<file path="src/common/rtac_pkg.sv">
/*
 * Shared constants and types of the alarm-match and timer-control block.
 * Assumes an 8-bit register port and a calendar whose counters are BCD coded.
 */
`default_nettype none

package rtac_pkg;

	localparam int RTAC_NUM_ALM = 5;
	localparam int RTAC_ALM_EN_BIT = 7;

	// Alarm entries in order: second, minute, hour, day of month, day of week.
	localparam int RTAC_IDX_SEC = 0;
	localparam int RTAC_IDX_MIN = 1;
	localparam int RTAC_IDX_HR = 2;
	localparam int RTAC_IDX_DOM = 3;
	localparam int RTAC_IDX_DOW = 4;

	localparam logic [7:0] RTAC_OFS_SEC_ALM = 8'h0A;
	localparam logic [7:0] RTAC_OFS_MIN_ALM = 8'h0B;
	localparam logic [7:0] RTAC_OFS_HR_ALM = 8'h0C;
	localparam logic [7:0] RTAC_OFS_DOM_ALM = 8'h0D;
	localparam logic [7:0] RTAC_OFS_DOW_ALM = 8'h0E;
	localparam logic [7:0] RTAC_OFS_TMR_CTL = 8'h10;

	localparam logic [RTAC_NUM_ALM-1:0][7:0] RTAC_ALM_OFS = {
		RTAC_OFS_DOW_ALM, RTAC_OFS_DOM_ALM, RTAC_OFS_HR_ALM, RTAC_OFS_MIN_ALM, RTAC_OFS_SEC_ALM};

	// Bits that exist in each alarm register; all others are fixed at zero.
	localparam logic [7:0] RTAC_MASK_SEC = 8'hFF;
	localparam logic [7:0] RTAC_MASK_MIN = 8'hFF;
	localparam logic [7:0] RTAC_MASK_HR = 8'hBF;
	localparam logic [7:0] RTAC_MASK_DOM = 8'hBF;
	localparam logic [7:0] RTAC_MASK_DOW = 8'h87;
	localparam logic [RTAC_NUM_ALM-1:0][7:0] RTAC_ALM_MASK = {
		RTAC_MASK_DOW, RTAC_MASK_DOM, RTAC_MASK_HR, RTAC_MASK_MIN, RTAC_MASK_SEC};

	// Reset leaves every alarm field disabled with a zero target.
	localparam logic [7:0] RTAC_ALM_RST = 8'h80;

	localparam int RTAC_TMR_MODE_HI = 7;
	localparam int RTAC_TMR_MODE_LO = 6;
	localparam int RTAC_TMR_PULSE_BIT = 5;
	localparam int RTAC_TMR_TICK_HI = 1;
	localparam int RTAC_TMR_TICK_LO = 0;
	localparam logic [7:0] RTAC_TMR_MASK = 8'hE3;
	localparam logic [7:0] RTAC_TMR_RST = 8'h03;

	localparam logic [1:0] RTAC_MODE_OFF = 2'h0;
	localparam logic [1:0] RTAC_MODE_CD = 2'h1;
	localparam logic [1:0] RTAC_MODE_WD_IRQ = 2'h2;
	localparam logic [1:0] RTAC_MODE_WD_RST = 2'h3;

	localparam logic [1:0] RTAC_TICK_4096HZ = 2'h0;
	localparam logic [1:0] RTAC_TICK_64HZ = 2'h1;
	localparam logic [1:0] RTAC_TICK_1HZ = 2'h2;
	localparam logic [1:0] RTAC_TICK_1PM = 2'h3;

	typedef struct packed {
		logic [6:0] sec;
		logic [6:0] min;
		logic [5:0] hour;
		logic [5:0] dom;
		logic [2:0] dow;
	} rtac_cal_type;

	typedef struct packed {
		logic [1:0] timer_mode_select;
		logic       irq_pulse_select;
		logic [1:0] tick_source_select;
	} rtac_tmr_type;

endpackage

`default_nettype wire

</file>
<file path="src/rtl/rtac_match.sv">
/*
 * Combinational comparison of the five alarm targets with the running calendar.
 * Assumes the calendar fields are BCD and stable whenever the update tick is seen.
 */
`timescale 1ns/1ps
`default_nettype none

module rtac_match
	import rtac_pkg::*;
(
	input  wire logic [RTAC_NUM_ALM-1:0][7:0] alm,
	input  wire rtac_cal_type                 cal,
	output logic                              match
);

	logic [RTAC_NUM_ALM-1:0] field_eq;
	logic [RTAC_NUM_ALM-1:0] field_ok;
	logic [RTAC_NUM_ALM-1:0] field_off;

	assign field_eq[RTAC_IDX_SEC] = alm[RTAC_IDX_SEC][6:0] == cal.sec;
	assign field_eq[RTAC_IDX_MIN] = alm[RTAC_IDX_MIN][6:0] == cal.min;
	// In both hour modes the six low bits carry the whole encoding, so one compare serves.
	assign field_eq[RTAC_IDX_HR] = alm[RTAC_IDX_HR][5:0] == cal.hour;
	assign field_eq[RTAC_IDX_DOM] = alm[RTAC_IDX_DOM][5:0] == cal.dom;
	assign field_eq[RTAC_IDX_DOW] = alm[RTAC_IDX_DOW][2:0] == cal.dow;

	genvar gi;
	generate
		for (gi = 0; gi < RTAC_NUM_ALM; gi++) begin : g_field
			assign field_off[gi] = alm[gi][RTAC_ALM_EN_BIT];
			assign field_ok[gi] = field_off[gi] | field_eq[gi];
		end
	endgenerate

	// An alarm with every field disabled never matches.
	assign match = (&field_ok) & ~(&field_off);

endmodule

`default_nettype wire

</file>
<file path="src/rtl/rtac_top.sv">
/*
 * Alarm registers with match flag, and timer-control register that steers the
 * interrupt and reset pin drivers of a real-time clock.
 * Assumes a synchronous byte-wide register port, a calendar that presents its
 * counters with a one-cycle tick after each update, and external timer logic
 * that supplies the periodic, countdown and watchdog flags.
 */
`timescale 1ns/1ps
`default_nettype none

module rtac_top
	import rtac_pkg::*;
(
	input  wire logic         SYS_CLK,
	input  wire logic         RST_B,
	input  wire logic [7:0]   REG_ADDR,
	input  wire logic [7:0]   REG_WDATA,
	input  wire logic         REG_WR,
	input  wire logic         REG_RD,
	output logic [7:0]        REG_RDATA,
	input  wire rtac_cal_type CAL,
	input  wire logic         CAL_TICK,
	input  wire logic         ALARM_CLR,
	output logic              ALARM_FLAG,
	input  wire logic         PERIODIC_FLAG,
	input  wire logic         COUNTDOWN_FLAG,
	input  wire logic         COUNTDOWN_IRQ_EN,
	input  wire logic         WATCHDOG_FLAG,
	output rtac_tmr_type      TMR_CFG,
	output logic              COUNTDOWN_RUN,
	output logic              WATCHDOG_RUN,
	output logic              IRQ_ACTIVE,
	output logic              RST_PIN_ACTIVE
);

	logic [7:0] alm_r [RTAC_NUM_ALM];
	logic [7:0] alm_nxt [RTAC_NUM_ALM];
	logic [RTAC_NUM_ALM-1:0][7:0] alm_flat;
	logic [RTAC_NUM_ALM-1:0] alm_hit;
	logic [RTAC_NUM_ALM-1:0][7:0] rd_part;
	logic [7:0] tmr_r;
	logic [7:0] tmr_nxt;
	logic       tmr_hit;
	logic [7:0] rd_word;
	logic [7:0] rdata_r;
	logic [7:0] rdata_nxt;

	// Register decode and write masking.
	genvar gi;
	generate
		for (gi = 0; gi < RTAC_NUM_ALM; gi++) begin : g_alm
			assign alm_hit[gi] = REG_ADDR == RTAC_ALM_OFS[gi];
			// Unused bits are forced low here so they neither store nor read back.
			assign alm_nxt[gi] = (REG_WR && alm_hit[gi]) ? (REG_WDATA & RTAC_ALM_MASK[gi]) :
				alm_r[gi];
			assign alm_flat[gi] = alm_r[gi];
			assign rd_part[gi] = alm_hit[gi] ? alm_r[gi] : 8'h00;
		end
	endgenerate

	assign tmr_hit = REG_ADDR == RTAC_OFS_TMR_CTL;
	assign tmr_nxt = (REG_WR && tmr_hit) ? (REG_WDATA & RTAC_TMR_MASK) : tmr_r;

	// Unmapped addresses read as zero.
	assign rd_word = rd_part[RTAC_IDX_SEC] | rd_part[RTAC_IDX_MIN] | rd_part[RTAC_IDX_HR] |
		rd_part[RTAC_IDX_DOM] | rd_part[RTAC_IDX_DOW] | (tmr_hit ? tmr_r : 8'h00);
	assign rdata_nxt = REG_RD ? rd_word : rdata_r;

	always_ff @(posedge SYS_CLK or negedge RST_B) begin
		if (!RST_B) begin
			for (int i = 0; i < RTAC_NUM_ALM; i++) begin
				alm_r[i] <= RTAC_ALM_RST;
			end
			tmr_r <= RTAC_TMR_RST;
			rdata_r <= 8'h00;
		end else begin
			for (int i = 0; i < RTAC_NUM_ALM; i++) begin
				alm_r[i] <= alm_nxt[i];
			end
			tmr_r <= tmr_nxt;
			rdata_r <= rdata_nxt;
		end
	end

	assign REG_RDATA = rdata_r;

	// Timer configuration fields.
	logic [1:0] timer_mode_select;
	logic       irq_pulse_select;
	logic [1:0] tick_source_select;

	assign timer_mode_select = tmr_r[RTAC_TMR_MODE_HI:RTAC_TMR_MODE_LO];
	assign irq_pulse_select = tmr_r[RTAC_TMR_PULSE_BIT];
	assign tick_source_select = tmr_r[RTAC_TMR_TICK_HI:RTAC_TMR_TICK_LO];

	assign TMR_CFG.timer_mode_select = timer_mode_select;
	assign TMR_CFG.irq_pulse_select = irq_pulse_select;
	assign TMR_CFG.tick_source_select = tick_source_select;

	// Watchdog owns the timer in both of its modes, so countdown is unavailable there.
	assign COUNTDOWN_RUN = timer_mode_select == RTAC_MODE_CD;
	assign WATCHDOG_RUN = timer_mode_select[1];

	// Alarm match and flag.
	logic match_now;
	logic match_r;
	logic match_nxt;
	logic alarm_set;
	logic alarm_flag_r;
	logic alarm_flag_nxt;

	rtac_match u_match (
		.alm   (alm_flat),
		.cal   (CAL),
		.match (match_now)
	);

	// Sampling only on the tick keeps a lasting match from setting the flag again.
	assign match_nxt = CAL_TICK ? match_now : match_r;
	assign alarm_set = CAL_TICK && match_now && !match_r;
	// A set in the cycle of a clear wins, so no alarm is lost.
	assign alarm_flag_nxt = alarm_set | (alarm_flag_r & ~ALARM_CLR);

	always_ff @(posedge SYS_CLK or negedge RST_B) begin
		if (!RST_B) begin
			match_r <= 1'b0;
			alarm_flag_r <= 1'b0;
		end else begin
			match_r <= match_nxt;
			alarm_flag_r <= alarm_flag_nxt;
		end
	end

	assign ALARM_FLAG = alarm_flag_r;

	// Interrupt and reset pin drivers.
	logic cd_src;
	logic wd_irq;
	logic wd_rst;
	logic per_prev_r;
	logic cd_prev_r;
	logic irq_edge;
	logic irq_level;
	logic irq_r;
	logic irq_nxt;
	logic rst_r;
	logic rst_nxt;

	assign cd_src = COUNTDOWN_FLAG && COUNTDOWN_IRQ_EN && (timer_mode_select == RTAC_MODE_CD);
	assign wd_irq = WATCHDOG_FLAG && (timer_mode_select == RTAC_MODE_WD_IRQ);
	assign wd_rst = WATCHDOG_FLAG && (timer_mode_select == RTAC_MODE_WD_RST);
	assign irq_level = PERIODIC_FLAG | cd_src;
	assign irq_edge = (PERIODIC_FLAG & ~per_prev_r) | (cd_src & ~cd_prev_r);
	// The pulse is one clock long; the watchdog interrupt is always a held level.
	assign irq_nxt = (irq_pulse_select ? irq_edge : irq_level) | wd_irq;
	assign rst_nxt = wd_rst;

	always_ff @(posedge SYS_CLK or negedge RST_B) begin
		if (!RST_B) begin
			per_prev_r <= 1'b0;
			cd_prev_r <= 1'b0;
			irq_r <= 1'b0;
			rst_r <= 1'b0;
		end else begin
			per_prev_r <= PERIODIC_FLAG;
			cd_prev_r <= cd_src;
			irq_r <= irq_nxt;
			rst_r <= rst_nxt;
		end
	end

	assign IRQ_ACTIVE = irq_r;
	assign RST_PIN_ACTIVE = rst_r;
endmodule

`default_nettype wire

</file>
<file path="config.mk">
export PLATFORM = sky130hd
export DESIGN_NAME = rtac_top
export DESIGN_NICKNAME = d
export VERILOG_FILES = /design/src/common/rtac_pkg.sv /design/src/rtl/rtac_match.sv /design/src/rtl/rtac_top.sv
export SDC_FILE = /design/constraint.sdc
export NUM_CORES = 1
export LEC_CHECK = 0
export BUFFER_PORTS_ARGS = -buffer_cell sky130_fd_sc_hd__buf_2
export CAP_MARGIN = 20
export CORE_MARGIN = 10
export CORE_UTILIZATION = 47
export DETAILED_ROUTE_END_ITERATION = 7
export GPL_ROUTABILITY_DRIVEN = 0
export PLACE_DENSITY = 0.86
export SLEW_MARGIN = 5
export SYNTH_ARGS = -nofsm -noshare
export SYNTH_HDL_FRONTEND = slang
export SYNTH_SLANG_ARGS = --single-unit
</file>
<file path="constraint.sdc">
create_clock -name SYS_CLK -period 1.7 [get_ports SYS_CLK]
set_input_delay 0.425 -clock SYS_CLK [delete_from_list [all_inputs] [get_ports SYS_CLK]]
set_output_delay 0.425 -clock SYS_CLK [all_outputs]
set_load 0.02 [all_outputs]
</file>
==> reports/qor.csv <==
metric;value;unit
power_density;731;mW/mm2
pin_count;73;
grt_pass1_wl;11800;um
dpl_worst_slack;-0.308;ns
path_cells;xor2_1, nor4_1, a41oi_1, or4_4, o32ai_2;
seqPwrFrac;54.3;%
cap_violations;0;
rr_endpoint;ALARM_FLAG;
worstSetupEndpointType;flip-flop;
cp.required;1.92;ns
crit_slowest_cell;or4_4;
num_vias;2180;
grt_overflow;0;
antenna_found_initial;0;
antenna_cells;0;
synth_area_per_cell;11.9;um2
hp-class;primary input to async pin;
crit_fanout;2;
yosys.area.top_type;dfrtp_1;
ys_types;41;
routedWlPerCell;19.0;um
clk_pin_slew_worst_paths;0.09;ns
status;finished with violations;
fillers;434;
cp_slowest_stage_delay;0.53;ns
p_comb_share;15.5;%
vias_per_cell;5.51;
yosys-top-cells-area;dfrtp_1, mux2_1, dfstp_2;
area_growth;30.0;%
synth_nets;279;
die_area;0.00909;mm2
violations;setup timing;
syn_inst;224;
hpwlAfterDp;6070;um
path_class;flip-flop to flip-flop;
pwr-share-clk;30.2;%
hold_viol;0;
p_int;1.87;mW
ctsHoldBuffers;0;
worstReg2RegStart;alm_flat[12];
ant_nets;0;
rsz0062_at_grt;yes;
drt_iter0_drc;159;
power.leakage;1.74;nW
synth_top_area_share;43.1;%
seq_area_frac_synth;50.0;%
ys_warn_count;0;
clock_path_buffers;2;
cts.sinks;53;
mostFrequentLayoutCells;buf_2, dfrtp_1, mux2_1;
synth_seq_cells;53;
ir_drop;0.416;mV
final-setup-viol-count;2;
r2r_cells;5;
fin_crit_sh;111;%
period_needed;1.88;ns
fmaxAchievable;0.531;GHz
final_nets;378;
total_power;2.54;mW
port_buffers;72;
grt_max_degree;24;
synthFlopType;dfrtp_1;
async_flop_share;100;%
critical_path_arrival;2.11;ns
critPathLaunchType;flip-flop;
drt-pass1-iter-count;4;
final_common_cell;buf_2;
cts_tree;built;
drc;0;
drv_slew;0;
grt_pass1_vias;2363;
swShare;26.1;%
finClkSkew;0.00993;ns
setup_ws;-0.183;ns
worst_slew_pin_slew;0.535;ns
syn_area;0.00267;mm2
clock_latency;0.31;ns
initial_utilization;48.5;%
rows;27;
fp.coreArea;0.00551;mm2
numCtsBuffers;5;
slew_headroom;64.3;%
clockRootBuffer;clkbuf_8;
p_sw;0.663;mW
dieHeight;95.4;um
drt-total-wl;7540;um
rrSetupSlack;-0.18;ns
drive_gt1_share;41.7;%
die_width;95.4;um
synth_edf_count;0;
cts_htree_levels;2;
grt_use_total;16.8;%
## stage by stage
| step | hold slack [ns] | cell area, um2 | std cells | util, % | setup TNS (ns) |
|---|---|---|---|---|---|
| after floorplan | 0.129 | 2690 | 224 | - | -0.0978 |
| after global placement | 0.379 | 3330 | 386 | 60.4 | -4.41 |
| after detailed placement | 0.383 | 3330 | 386 | 60.4 | -5.93 |
| after CTS | 0.0478 | 3450 | 395 | 62.6 | -0.201 |
| after global routing | 0.0532 | 3470 | 396 | 63.0 | -0.435 |
| final | 0.0414 | 3470 | 396 | 63.0 | -0.273 |
## area by class of cell
type                            instances  area (um2)  area share (%)
Timing Repair Buffer                  101         603            17.4
Multi-Input combinational cell        158        1330            38.2
Clock buffer                            7        96.3            2.78
Sequential cell                        53        1340            38.5
Clock inverter                          1        5.00           0.144
Inverter                                4        15.0           0.433
Tap cell                               72        90.1            2.60
## worst max-delay path by stage
stage	start	to	slack, ns
global route	alm_flat[12]	ALARM_FLAG	-0.28
CTS	alm_flat[16]	ALARM_FLAG	-0.16
finish	alm_flat[12]	ALARM_FLAG	-0.18
floorplan	CAL[10]	ALARM_FLAG	-0.02
global placement	CAL[26]	ALARM_FLAG	-0.44
detailed placement	CAL[26]	ALARM_FLAG	-0.31
## cells by family (layout without fill, tap and decap cells)
| kind of cell | count (synthesis) | count (layout) | share of synthesized area (%) |
|---|---|---|---|
| flops | 53 | 53 | 50.0 |
| compound gates | 38 | 38 | 10.3 |
| mux | 43 | 43 | 18.0 |
| buf+inv | 13 | 113 | 2.06 |
| xor+xnor | 29 | 29 | 9.52 |
| simple gates | 48 | 48 | 10.2 |
## routing by layer
layer | global-route usage [%] | vias up | share of wire (%)
met4 | 5.61 | 0 | 1.9
li1 | - | 1017 | -
met2 | 29.8 | 83 | 50
met3 | 4.01 | 10 | 8.0
met1 | 19.2 | 1070 | 40
met5 | 0 | - | 0
## registers in the layout, summed over array words and instances (netlist names)
signal and cells:
cd_prev_r 1, tmr_r 5, IRQ_ACTIVE 1, ALARM_FLAG 1
alm_flat 34, match_r 1, REG_RDATA 8, RST_PIN_ACTIVE 1
per_prev_r 1
## synthesized netlist by cell type, types with 3 or more instances
cell       n
dfstp_2    7
clkbuf_1   5
mux2i_1    4
nor2b_1    4
nand2_1    8
a22oi_1    6
a221oi_1   7
nor2_1    13
nor3_2     3
dfrtp_1   46
mux2_1    35
xnor2_1   10
nor4_1     4
o22ai_1    5
inv_1      4
a21oi_1    9
and3_1     3
xor2_1    19
mux2_2     4
## power groups by stage
stage / registers (mW) / clock network (mW) / logic, mW
2_1_floorplan: 1.42 / 0 / 0.150
3_3_place_gp: 1.40 / 0 / 0.367
3_5_place_dp: 1.40 / 0 / 0.381
4_1_cts: 1.38 / 0.772 / 0.389
5_1_grt: 1.39 / 0.841 / 0.428
6_report: 1.38 / 0.767 / 0.393
## repair_timing
action / in CTS / in global routing
pin swaps: 6 / 7
gates resized for setup: 2 / 2
setup endpoints to repair: 2 / 2
setup buffers: 1 / 1
## critical path, delay by kind of cell, from the launching register on
family / cells / cell delay [ns]
AOI/OAI and AO/OA: 2 / 0.39
xor gates and xnor gates: 1 / 0.18
DFF: 1 / 0.40
and+or+nand+nor: 2 / 0.83
No activity file was read; power rests on OpenSTA's default activity.
